===== src/verilog/ecrb_consts.vh =====
// constants for the ethernet control register bank
`ifndef ECRB_CONSTS_VH
`define ECRB_CONSTS_VH

// register indices inside a bank (5-bit address)
`define ECRB_ADR_COLLISION_WINDOW     5'h0A
`define ECRB_ADR_MFL_L      5'h0B
`define ECRB_ADR_MFL_H      5'h0C
`define ECRB_ADR_MCMD       5'h0D
`define ECRB_ADR_MREGSEL    5'h0E
`define ECRB_ADR_MWR_L      5'h0F
`define ECRB_ADR_MWR_H      5'h10
`define ECRB_ADR_MRD_L      5'h11
`define ECRB_ADR_MRD_H      5'h12
`define ECRB_ADR_SA5        5'h13
`define ECRB_ADR_SA6        5'h14
`define ECRB_ADR_SA3        5'h15
`define ECRB_ADR_SA4        5'h16
`define ECRB_ADR_SA1        5'h17
`define ECRB_ADR_SA2        5'h18
`define ECRB_ADR_BSEED      5'h08
`define ECRB_ADR_BCON       5'h07
`define ECRB_ADR_BSUM_L     5'h09
`define ECRB_ADR_BSUM_H     5'h06
`define ECRB_ADR_MSTAT      5'h05
`define ECRB_ADR_REVID      5'h04
`define ECRB_ADR_COCON      5'h03
`define ECRB_ADR_FLOCON     5'h02
`define ECRB_ADR_PAUS_L     5'h01
`define ECRB_ADR_PAUS_H     5'h00
// common to all banks
`define ECRB_ADR_MAIN1      5'h1F

// bank numbers
`define ECRB_BANK_MAC       2'h2
`define ECRB_BANK_MISC      2'h3

// main control bit positions
`define ECRB_B_TXRESET      7
`define ECRB_B_RXRESET      6
`define ECRB_B_DMABUSY      5
`define ECRB_B_CSUM         4
`define ECRB_B_TXREQ        3
`define ECRB_B_RX_ENABLE         2

// reset values
`define ECRB_RST_COLLISION_WINDOW     8'h37
`define ECRB_RST_MFL_H      8'h06
`define ECRB_RST_COCON      3'h4
`define ECRB_RST_PAUS_H     8'h10
`define ECRB_RST_ZERO       8'h00

// field masks
`define ECRB_MSK_COLLISION_WINDOW     8'h3F
`define ECRB_MSK_MCMD       8'h03
`define ECRB_MSK_MREGSEL    8'h1F
`define ECRB_MSK_FLOCON     8'h03

`endif


===== src/verilog/ecrb_reg_bank.v =====
// main control register bank of the ethernet controller
//
// Contract
// - while tx_logic_reset is 1 the whole transmit path is held in reset.
// - while rx_logic_reset is 1 the receive path is held in reset.
// - the host sets dma_start_busy to start the DMA and it reads 1 until the DMA is idle.
// - dma_checksum_select picks checksum (1) or copy (0) for a started DMA operation.
// - tx_request asks for a send and reads 1 while transmit is busy, 0 when idle.
// - rx_enable gates whether filtered packets are written into the receive buffer.
// - the two bank select bits steer register accesses to bank 0 to 3 by their value.
// - clock_ready_flag clears on power-on reset or when clk_stable drops, and survives other resets.
// - revision_id is read-only and host writes leave it unchanged.
// - clock_out_control loads 100 on power-on reset and keeps its value on other resets.
// - unimplemented bits always read as 0.
`timescale 1ns/100ps
`default_nettype none
`include "ecrb_consts.vh"

module ecrb_reg_bank #(
  parameter [4:0] REVISION = 5'h06  // arbitrary value
) (
  input  wire       ref_clk,
  input  wire       rst,
  input  wire       soft_rst,
  input  wire       clk_stable,
  input  wire       reg_wr,
  input  wire       reg_rd,
  input  wire [4:0] reg_addr,
  input  wire [7:0] reg_wdata,
  output reg  [7:0] reg_rdata,
  input  wire       dma_done,
  input  wire       tx_done,
  input  wire       mgmt_busy,
  input  wire       mgmt_scan,
  input  wire       mgmt_mgmt_data_not_valid,
  input  wire       mgmt_rd_valid,
  input  wire [15:0] mgmt_rd_data,
  input  wire [15:0] selftest_sum,
  input  wire       selftest_sum_valid,
  output wire       tx_path_reset,
  output wire       rx_path_reset,
  output wire       dma_go,
  output wire       dma_checksum_mode,
  output wire       tx_go,
  output wire       rx_write_enable,
  output wire [1:0] bank_sel,
  output wire       clock_ready_flag,
  output wire [2:0] clock_out_sel,
  output wire [15:0] max_frame_len,
  output wire [5:0] collision_window,
  output wire [47:0] station_addr,
  output wire [15:0] pause_timer_value,
  output wire [1:0] flow_ctrl_sel,
  output wire       mgmt_scan_cmd,
  output wire       mgmt_read_cmd,
  output wire [4:0] mgmt_phy_reg,
  output wire [15:0] mgmt_write_data
);

  ////////////////////////////////////////////////////////////////////////
  // synchronisers for pin-level status

  reg  [1:0] clk_stable_s_ff;
  reg  [1:0] mgmt_busy_s_ff;
  reg  [1:0] mgmt_scan_s_ff;
  reg  [1:0] mgmt_mgmt_data_not_valid_s_ff;

  always @(posedge ref_clk or posedge rst) begin
    if (rst) begin
      clk_stable_s_ff  <= 2'h0;
      mgmt_busy_s_ff   <= 2'h0;
      mgmt_scan_s_ff   <= 2'h0;
      mgmt_mgmt_data_not_valid_s_ff <= 2'h0;
    end else begin
      clk_stable_s_ff  <= {clk_stable_s_ff[0], clk_stable};
      mgmt_busy_s_ff   <= {mgmt_busy_s_ff[0], mgmt_busy};
      mgmt_scan_s_ff   <= {mgmt_scan_s_ff[0], mgmt_scan};
      mgmt_mgmt_data_not_valid_s_ff <= {mgmt_mgmt_data_not_valid_s_ff[0], mgmt_mgmt_data_not_valid};
    end
  end

  ////////////////////////////////////////////////////////////////////////
  // power-on-only state: rst is the power-on reset, soft_rst any other

  reg        clk_ready_ff;
  reg  [2:0] cocon_ff;

  always @(posedge ref_clk or posedge rst) begin
    if (rst) begin
      clk_ready_ff <= 1'b0;
    end else begin
      clk_ready_ff <= clk_stable_s_ff[1];
    end
  end

  wire wr_misc;
  wire wr_mac;
  wire wr_main;

  always @(posedge ref_clk or posedge rst) begin
    if (rst) begin
      cocon_ff <= `ECRB_RST_COCON;
    end else if (wr_misc && reg_addr == `ECRB_ADR_COCON) begin
      cocon_ff <= reg_wdata[2:0];
    end
  end

  ////////////////////////////////////////////////////////////////////////
  // address decode

  reg  [7:0] main1_ff;

  assign wr_main = reg_wr && reg_addr == `ECRB_ADR_MAIN1;
  assign wr_mac  = reg_wr && main1_ff[1:0] == `ECRB_BANK_MAC;
  assign wr_misc = reg_wr && main1_ff[1:0] == `ECRB_BANK_MISC;

  ////////////////////////////////////////////////////////////////////////
  // main control register

  reg  [7:0] nxt_main1;

  always @* begin
    nxt_main1 = main1_ff;
    if (wr_main) begin
      nxt_main1 = reg_wdata;
      if (main1_ff[`ECRB_B_DMABUSY])
        nxt_main1[`ECRB_B_DMABUSY] = 1'b1;
      if (main1_ff[`ECRB_B_TXREQ])
        nxt_main1[`ECRB_B_TXREQ] = 1'b1;
    end
    if (dma_done)
      nxt_main1[`ECRB_B_DMABUSY] = 1'b0;
    if (tx_done || main1_ff[`ECRB_B_TXRESET])
      nxt_main1[`ECRB_B_TXREQ] = 1'b0;
  end

  always @(posedge ref_clk or posedge rst) begin
    if (rst) begin
      main1_ff <= 8'h00;
    end else if (soft_rst) begin
      main1_ff <= 8'h00;
    end else begin
      main1_ff <= nxt_main1;
    end
  end

  assign tx_path_reset     = main1_ff[`ECRB_B_TXRESET];
  assign rx_path_reset     = main1_ff[`ECRB_B_RXRESET];
  assign dma_go            = main1_ff[`ECRB_B_DMABUSY];
  assign dma_checksum_mode = main1_ff[`ECRB_B_CSUM];
  assign tx_go             = main1_ff[`ECRB_B_TXREQ] & ~main1_ff[`ECRB_B_TXRESET];
  assign rx_write_enable   = main1_ff[`ECRB_B_RX_ENABLE] & ~main1_ff[`ECRB_B_RXRESET];
  assign bank_sel          = main1_ff[1:0];
  assign clock_ready_flag  = clk_ready_ff;
  assign clock_out_sel     = cocon_ff;

  ////////////////////////////////////////////////////////////////////////
  // plain read/write registers: table of index, reset, mask, bank

  localparam NREG = 18;

  // one function per field: a packed table word loses fields silently when a width slips
  function [1:0] ecrb_bank;
    input integer i;
    begin
      case (i)
        0:       ecrb_bank = `ECRB_BANK_MAC;
        1:       ecrb_bank = `ECRB_BANK_MAC;
        2:       ecrb_bank = `ECRB_BANK_MAC;
        3:       ecrb_bank = `ECRB_BANK_MAC;
        4:       ecrb_bank = `ECRB_BANK_MAC;
        5:       ecrb_bank = `ECRB_BANK_MAC;
        6:       ecrb_bank = `ECRB_BANK_MAC;
        7:       ecrb_bank = `ECRB_BANK_MISC;
        8:       ecrb_bank = `ECRB_BANK_MISC;
        9:       ecrb_bank = `ECRB_BANK_MISC;
        10:      ecrb_bank = `ECRB_BANK_MISC;
        11:      ecrb_bank = `ECRB_BANK_MISC;
        12:      ecrb_bank = `ECRB_BANK_MISC;
        13:      ecrb_bank = `ECRB_BANK_MISC;
        14:      ecrb_bank = `ECRB_BANK_MISC;
        15:      ecrb_bank = `ECRB_BANK_MISC;
        16:      ecrb_bank = `ECRB_BANK_MISC;
        default: ecrb_bank = `ECRB_BANK_MISC;
      endcase
    end
  endfunction

  function [4:0] ecrb_index;
    input integer i;
    begin
      case (i)
        0:       ecrb_index = `ECRB_ADR_COLLISION_WINDOW;
        1:       ecrb_index = `ECRB_ADR_MFL_L;
        2:       ecrb_index = `ECRB_ADR_MFL_H;
        3:       ecrb_index = `ECRB_ADR_MCMD;
        4:       ecrb_index = `ECRB_ADR_MREGSEL;
        5:       ecrb_index = `ECRB_ADR_MWR_L;
        6:       ecrb_index = `ECRB_ADR_MWR_H;
        7:       ecrb_index = `ECRB_ADR_SA5;
        8:       ecrb_index = `ECRB_ADR_SA6;
        9:       ecrb_index = `ECRB_ADR_SA3;
        10:      ecrb_index = `ECRB_ADR_SA4;
        11:      ecrb_index = `ECRB_ADR_SA1;
        12:      ecrb_index = `ECRB_ADR_SA2;
        13:      ecrb_index = `ECRB_ADR_BSEED;
        14:      ecrb_index = `ECRB_ADR_BCON;
        15:      ecrb_index = `ECRB_ADR_FLOCON;
        16:      ecrb_index = `ECRB_ADR_PAUS_L;
        default: ecrb_index = `ECRB_ADR_PAUS_H;
      endcase
    end
  endfunction

  function [7:0] ecrb_init;
    input integer i;
    begin
      case (i)
        0:       ecrb_init = `ECRB_RST_COLLISION_WINDOW;
        1:       ecrb_init = `ECRB_RST_ZERO;
        2:       ecrb_init = `ECRB_RST_MFL_H;
        3:       ecrb_init = `ECRB_RST_ZERO;
        4:       ecrb_init = `ECRB_RST_ZERO;
        5:       ecrb_init = `ECRB_RST_ZERO;
        6:       ecrb_init = `ECRB_RST_ZERO;
        7:       ecrb_init = `ECRB_RST_ZERO;
        8:       ecrb_init = `ECRB_RST_ZERO;
        9:       ecrb_init = `ECRB_RST_ZERO;
        10:      ecrb_init = `ECRB_RST_ZERO;
        11:      ecrb_init = `ECRB_RST_ZERO;
        12:      ecrb_init = `ECRB_RST_ZERO;
        13:      ecrb_init = `ECRB_RST_ZERO;
        14:      ecrb_init = `ECRB_RST_ZERO;
        15:      ecrb_init = `ECRB_RST_ZERO;
        16:      ecrb_init = `ECRB_RST_ZERO;
        default: ecrb_init = `ECRB_RST_PAUS_H;
      endcase
    end
  endfunction

  function [7:0] ecrb_mask;
    input integer i;
    begin
      case (i)
        0:       ecrb_mask = `ECRB_MSK_COLLISION_WINDOW;
        1:       ecrb_mask = 8'hFF;
        2:       ecrb_mask = 8'hFF;
        3:       ecrb_mask = `ECRB_MSK_MCMD;
        4:       ecrb_mask = `ECRB_MSK_MREGSEL;
        5:       ecrb_mask = 8'hFF;
        6:       ecrb_mask = 8'hFF;
        7:       ecrb_mask = 8'hFF;
        8:       ecrb_mask = 8'hFF;
        9:       ecrb_mask = 8'hFF;
        10:      ecrb_mask = 8'hFF;
        11:      ecrb_mask = 8'hFF;
        12:      ecrb_mask = 8'hFF;
        13:      ecrb_mask = 8'hFF;
        14:      ecrb_mask = 8'hFF;
        15:      ecrb_mask = `ECRB_MSK_FLOCON;
        16:      ecrb_mask = 8'hFF;
        default: ecrb_mask = 8'hFF;
      endcase
    end
  endfunction

  wire [7:0] rw_q [0:NREG-1];
  wire [NREG-1:0] rw_hit;

  genvar g;
  generate
    for (g = 0; g < NREG; g = g + 1) begin : g_rw
      localparam [1:0] ENT_BANK = ecrb_bank(g);
      localparam [4:0] ENT_IDX  = ecrb_index(g);
      localparam [7:0] ENT_INIT = ecrb_init(g);
      localparam [7:0] ENT_MASK = ecrb_mask(g);
      reg [7:0] val_ff;
      assign rw_hit[g] = main1_ff[1:0] == ENT_BANK && reg_addr == ENT_IDX;
      always @(posedge ref_clk or posedge rst) begin
        if (rst) begin
          val_ff <= ENT_INIT;
        end else if (soft_rst) begin
          val_ff <= ENT_INIT;
        end else if (reg_wr && rw_hit[g]) begin
          val_ff <= reg_wdata & ENT_MASK;
        end
      end
      assign rw_q[g] = val_ff;
    end
  endgenerate

  assign collision_window  = rw_q[0][5:0];
  assign max_frame_len     = {rw_q[2], rw_q[1]};
  assign mgmt_read_cmd     = rw_q[3][0];
  assign mgmt_scan_cmd     = rw_q[3][1];
  assign mgmt_phy_reg      = rw_q[4][4:0];
  assign mgmt_write_data   = {rw_q[6], rw_q[5]};
  assign station_addr      = {rw_q[11], rw_q[12], rw_q[9], rw_q[10], rw_q[7], rw_q[8]};
  assign flow_ctrl_sel     = rw_q[15][1:0];
  assign pause_timer_value = {rw_q[17], rw_q[16]};

  ////////////////////////////////////////////////////////////////////////
  // hardware-loaded result registers

  reg [15:0] mrd_ff;
  reg [15:0] bsum_ff;

  // hardware load wins over a host write in the same cycle
  always @(posedge ref_clk or posedge rst) begin
    if (rst) begin
      mrd_ff  <= 16'h0000;
      bsum_ff <= 16'h0000;
    end else begin
      if (mgmt_rd_valid)
        mrd_ff <= mgmt_rd_data;
      else if (wr_mac && reg_addr == `ECRB_ADR_MRD_L)
        mrd_ff[7:0] <= reg_wdata;
      else if (wr_mac && reg_addr == `ECRB_ADR_MRD_H)
        mrd_ff[15:8] <= reg_wdata;
      if (selftest_sum_valid)
        bsum_ff <= selftest_sum;
      else if (wr_misc && reg_addr == `ECRB_ADR_BSUM_L)
        bsum_ff[7:0] <= reg_wdata;
      else if (wr_misc && reg_addr == `ECRB_ADR_BSUM_H)
        bsum_ff[15:8] <= reg_wdata;
    end
  end

  ////////////////////////////////////////////////////////////////////////
  // read mux, registered

  reg [7:0] nxt_rdata;
  integer k;

  always @* begin
    nxt_rdata = 8'h00;
    for (k = 0; k < NREG; k = k + 1)
      if (rw_hit[k])
        nxt_rdata = rw_q[k];
    if (reg_addr == `ECRB_ADR_MAIN1)
      nxt_rdata = main1_ff;
    else if (main1_ff[1:0] == `ECRB_BANK_MAC) begin
      if (reg_addr == `ECRB_ADR_MRD_L)
        nxt_rdata = mrd_ff[7:0];
      else if (reg_addr == `ECRB_ADR_MRD_H)
        nxt_rdata = mrd_ff[15:8];
    end else if (main1_ff[1:0] == `ECRB_BANK_MISC) begin
      case (reg_addr)
        `ECRB_ADR_BSUM_L: nxt_rdata = bsum_ff[7:0];
        `ECRB_ADR_BSUM_H: nxt_rdata = bsum_ff[15:8];
        `ECRB_ADR_MSTAT:  nxt_rdata = {5'h00, mgmt_mgmt_data_not_valid_s_ff[1], mgmt_scan_s_ff[1], mgmt_busy_s_ff[1]};
        `ECRB_ADR_REVID:  nxt_rdata = {3'h0, REVISION};
        `ECRB_ADR_COCON:  nxt_rdata = {5'h00, cocon_ff};
        `ECRB_ADR_FLOCON: nxt_rdata = {5'h00, ~rw_q[15][1] & 1'b0, rw_q[15][1:0]};
        default:          nxt_rdata = nxt_rdata;
      endcase
    end
  end

  always @(posedge ref_clk or posedge rst) begin
    if (rst) begin
      reg_rdata <= 8'h00;
    end else if (reg_rd) begin
      reg_rdata <= nxt_rdata;
    end
  end

endmodule // ecrb_reg_bank
`default_nettype wire


===== config.mk =====
export PLATFORM = sky130hd
export DESIGN_NAME = ecrb_reg_bank
export DESIGN_NICKNAME = d
export VERILOG_FILES = /design/src/verilog/ecrb_reg_bank.v
export VERILOG_INCLUDE_DIRS = /design/src /design/src/verilog
export SDC_FILE = /design/constraint.sdc
export NUM_CORES = 1
export LEC_CHECK = 0
export ABC_AREA = 1
export BUFFER_PORTS_ARGS = -buffer_cell sky130_fd_sc_hd__buf_2
export CAP_MARGIN = 10
export CORE_ASPECT_RATIO = 0.5
export CORE_MARGIN = 2
export CORE_UTILIZATION = 49
export CTS_BUF_LIST = sky130_fd_sc_hd__clkbuf_8
export DETAILED_ROUTE_END_ITERATION = 12
export MAX_ROUTING_LAYER = met4
export PLACE_DENSITY = 0.73
export SKIP_LAST_GASP = 1
export SYNTH_ARGS = -nofsm -noshare
export SYNTH_HDL_FRONTEND = slang
export SYNTH_SLANG_ARGS = --single-unit
export TNS_END_PERCENT = 50

===== constraint.sdc =====
create_clock -name ref_clk -period 7.05 [get_ports ref_clk]
set_input_delay 1.0575 -clock ref_clk [delete_from_list [all_inputs] [get_ports ref_clk]]
set_output_delay 1.0575 -clock ref_clk [all_outputs]
set_load 0.02 [all_outputs]

Word-level counts from Yosys, hierarchy flattened

Cells that the tools add are included.

Bits in registers: 204
Bits of input ports: 58
Output and inout bits: 131
Logic and storage cells: 212

Equality and inequality tests: 29
Mux-type cells: 74
Bitwise gates (word level): 4
Reduce and logical (&&, ||, !) cells: 73

Operators with widths:

| operator                                                         | count |
|---|---|
| 8-bit 2-to-1 mux                                                 | 67 |
| 5-bit == test (second input constant)                            | 10 |
| 8-bit one-hot mux with 6 select lines                            | 1 |
| 2-bit nonzero test                                               | 23 |
| 1-bit logical AND                                                | 44 |
| 5-bit by 4-bit == test with 1-bit output (second input constant) | 8 |
| 16-bit 2-to-1 mux                                                | 2 |
| 5-bit by 3-bit == test with 1-bit output (second input constant) | 4 |
| 5-bit by 2-bit == test with 1-bit output (second input constant) | 2 |
| 3-bit nonzero test                                               | 2 |
| 5-bit by 1-bit == test with 1-bit output (second input constant) | 1 |
| 5-bit zero test                                                  | 1 |
| 2-bit == test (second input constant)                            | 2 |
| 1-bit 2-to-1 mux                                                 | 4 |
| 2-bit != test (second input constant)                            | 2 |
| 2-bit AND reduction                                              | 2 |
| 1-bit bitwise AND                                                | 2 |
| 1-bit NOT                                                        | 2 |
| 1-bit logical OR                                                 | 1 |

Depth between registers and ports, before layout

Word-level depth: 24
Gate-level depth with buffers: 21
Depth with buffers taken out: 21

Worst setup path after synthesis

Ideal clock, no wire load.

Path kind: input-to-reg
Start point: input port reg_addr[1]
End point: register reg_rdata[5]
Setup time: 0.113 ns
Data arrival time: 2.467 ns
Data required time: 6.937 ns
Path slack: 4.471 ns
Stages on the path: 18
Buffers on the path: 0
Cells stage by stage: nand2_1 nor2_1 nand2_1 inv_2 nand2_1 o21ai_0 a21oi_1 nand3_1 nand2_1 nand4_1 nor2_1 nand3_1 nand2_1 nand3_1 o21ai_0 nand3_1 nand2_1 inv_1

Cells in the longest elaborated chain, start to end: 24
Elaborated cells between the ends (all ways): 68
Those cells by class: eq/ne: 25; mux: 24; reduce/logical: 19

Ends and longest elaborated chain:

| element                                                                          | line                                     | text |
|---|---|---|
| start: declaration                                                               | ecrb_reg_bank.v:28                       | `input wire [4:0] reg_addr,` |
| 5-bit by 4-bit == test with 1-bit output                                         | ecrb_reg_bank.v:278                      | `assign rw_hit[g] = main1_ff[1:0] == ENT_BANK && reg_addr == ENT_IDX;` |
| 1-bit logical AND                                                                | ecrb_reg_bank.v:278                      |  |
| 8-bit 2-to-1 mux (18 in series)                                                  | ecrb_reg_bank.v:338                      | `if (rw_hit[k])` |
| 8-bit one-hot mux with 6 select lines / 8-bit 2-to-1 mux (equally long branches) | ecrb_reg_bank.v:348, ecrb_reg_bank.v:345 |  |
| 8-bit 2-to-1 mux, on equally long branches                                       | ecrb_reg_bank.v:347, ecrb_reg_bank.v:343 |  |
| 8-bit 2-to-1 mux                                                                 | ecrb_reg_bank.v:342                      | `` else if (main1_ff[1:0] == `ECRB_BANK_MAC) begin `` |
| 8-bit 2-to-1 mux (*)                                                             | ecrb_reg_bank.v:340                      | `` if (reg_addr == `ECRB_ADR_MAIN1) `` |
| end signal: assignment                                                           | ecrb_reg_bank.v:364                      | `reg_rdata <= nxt_rdata;` |
| end: declaration                                                                 | ecrb_reg_bank.v:30                       | `output reg [7:0] reg_rdata,` |

Mark *: on every way between the ends. The rest lies on a longest branch, timed or not.
A chain may end at the register's enable or synchronous reset.

Final worst setup path

Start point: input port reg_addr[1]
End point: register reg_rdata[3]

Same word-level chain as after synthesis.

==> results.txt <==
GPL Wtd Cong = 0.958
Worst slew pin tran = 943 ps
PD cells = 218 nW/um^2
IO Port Bufs = 188
Comb pwr share = 16.4%
GR peak layer = met1
Cell family with most CP delay = simple AND/OR/NAND/NOR gates
# setup viols final = 0
Worst-case clock buffer depth = 2
Total wire length = 32,200 um
Antenna violations before repair = 1
Height of the die = 101 um
Internal power = 1.53 mW
Min-Delay Path Class = flip-flop to flip-flop
I/O pin total = 189
Top post-synthesis cells by area = dfrtp_1 (48%), nand2_1 (15%), o21ai_0 (9.7%), inv_1 (5.6%), nor2_1 (2.9%)
Critical Path RT = 7430 ps
DR WL/cell = 20.0 um
FILL cells = 1,750
Net Sw Power = 0.795 mW
RSZ-0062 raised after global routing = no
DRT antenna net count = 0
Drt initial violations = 955
Slew Limit Fails = 0
Initial Util = 49.9%
All-Layer GR Usage = 34.3%
Mean post-synth cell area = 7.86 um^2
Yosys reg bits = 187
Fraction of layout instances using a drive strength above 1 = 21.7%
Fin crit period = 3080 ps
Vias post-DR = 9,062
TritonRoute pass-1 iters = 8
Syn. warnings = 0
DRC = 0
Slowest cell delay on critical path = 240 ps
H-tree depth = 4
R2R setup slack = 4320 ps
Cell taking the most area after synthesis = dfrtp_1
Total Power = 2.32 mW
F_max = 325 MHz
Part of the cycle the worst path needs = 43.7%
Met1 Track Usage GR = 50.7%
Post-CTS resize count = 0
Crit. End Element = flip-flop
Syn_nets = 1,226
NumNets Final = 1,409
Slew margin rel. = 36.8%
Static leakage = 5.40 nW
Area growth syn-to-layout = 16.1%
CTS tree = built
Root Buffer = clkbuf_8
Seq pwr share = 53.4%
Setup ws final = 3970 ps
Clk sinks = 187
Post-Syn Area = 9190 um^2
Switching share of power = 34.2%
Worst skew pair latency = 490 ps
Max-cap viol count = 0
Gr ovfl total = 0
Syn Inst Count = 1,168
CP max stage cell = nand2_1
Layout Cells excl Fill = 1,605
Hold-fix buffers, CTS = 0
Worst VDD drop = 0.000118 V
Clock power frac = 30.2%
Num CTS Buffers = 17
Met2 usage = 48.4%
Pin count of the biggest net entering global routing = 69
First-pass GRT wire length = 48,800 um
Post-DP HPWL = 24,100 um
Count leader, synth = nand2_1
Number of global-route vias before repair = 8,288
Distinct cell type count after synthesis = 41
Top-area cell type share of the netlist area = 48.5%
CP startpoint kind = input port
Ys async rst share = 100%
Die area = 19,900 um^2
Worst-path clk slew = 100 ps
TNS Setup = 0 ps
Arrival @ worst endpoint = 3460 ps
Post-synth top cells = nand2_1 (362), dfrtp_1 (178), o21ai_0 (178)
Final hold violations = 0
Crit path buf inv count = 3
CP cell instances = buf_2 -> nand2_1 -> nor2_1 -> nand2_1 -> inv_2 -> nand2_1 -> nand2_1 -> nor2_1 -> nand3b_1 -> nand2_1 -> nand4_1 -> nor2_1 -> nand4_1 -> nand2_1 -> nand2_1 -> nor2_1 -> nand3_1 -> nand2_1 -> nand3_1 -> nand2_1 -> inv_1
Ys flop type = dfrtp_1
Vias per inst = 5.65
Worst Skew = 18.7 ps
Seq/Total Area, Yosys = 51.1%
Post-synth EDFFs = 0
Max Fanout on Critical Path = 6
Status = completed
Die width = 198 um
Crit-path most repeated cell = nand2_1
Crit path kind = input port to flip-flop
Dpl ws = 3560 ps
Cell count after placement = 1,570
Met3 usage = 5.55%
Cell Rows = 35
Core ar. = 18,400 um^2
Post-CTS Setup Inserts = 0
==> registers in the layout, summed over array words and instances, names as in the netlist, 3 cells and up <==
signal / count
reg_rdata: 8
g_rw.val_ff: 127
mrd_ff: 16
clock_out_sel: 3
main1_ff: 8
bsum_ff: 16
==> kinds of logic (layout without fill, tap and decap cells) <==
group,after synthesis,after routing,synth area share [%]
other,0,1,0
buffers and inverters,183,379,8.23
AND/OR/NAND/NOR,541,541,25.2
AO/OA/AOI/OAI,251,251,14.8
flip-flops,187,187,51.1
multiplexers,6,6,0.736
==> per-layer routing <==
metal  wire, um  vias up
met5          0        -
li1           -     4125
met2      13800      506
met1      14400     4366
met3       3210       65
met4        731        0
==> path summary, 6_finish.rpt <==
kind / start / to / depth (start not counted)
max in group asynchronous: rst / g_rw[2].val_ff[4] / 3
hold reg to reg: mgmt_mgmt_data_not_valid_s_ff[0] / mgmt_mgmt_data_not_valid_s_ff[1] / 0
setup reg to reg: main1_ff[1] / reg_rdata[3] / 20
min in group asynchronous: rst / bsum_ff[12] / 2
hold / removal: mgmt_mgmt_data_not_valid_s_ff[0] / mgmt_mgmt_data_not_valid_s_ff[1] / 0
setup / recovery: reg_addr[1] / reg_rdata[3] / 21
==> per-stage QoR <==
step	instance area, um^2	utilization, %	hold WS, ps
finish	10700	58.0	366
global route	10700	58.0	374
CTS	10700	57.9	369
detailed placement	10300	55.9	338
global placement	10300	55.9	335
floorplan	9190	-	331
==> layout by cell type (no fill, tap or decap), types with 5 or more instances in the layout <==
cell,count
dfrtp_1,178
or2_2,21
nor2_2,6
inv_1,138
nand2_1,362
buf_4,7
dfstp_2,9
inv_2,9
o21ai_0,178
nand4_1,19
a21oi_1,33
nor2_4,6
o211ai_1,10
mux2_2,6
nand3_1,37
clkbuf_8,17
nor2_1,72
buf_2,189
inv_8,5
a31oi_1,13
==> cell type report <==
type	instances	area (um^2)	share of cell area, %
Sequential cell	187	4690	44.0
Multi-Input combinational cell	798	3740	35.0
Timing Repair Buffer	196	998	9.36
Inverter	151	572	5.36
Tap cell	240	300	2.82
Clock buffer	17	234	2.19
Clock inverter	15	130	1.22
Antenna cell	1	2.50	0.0235
==> power by group through the flow <==
stage               clock network, mW  registers, mW  logic [mW]
global route                    0.742           1.25       0.418
detailed placement                  0           1.26       0.378
CTS                             0.705           1.24       0.379
floorplan                           0           1.30       0.160
global placement                    0           1.26       0.372
finish                          0.701           1.24       0.381
Note: power is estimated with default switching activity, not from simulation.
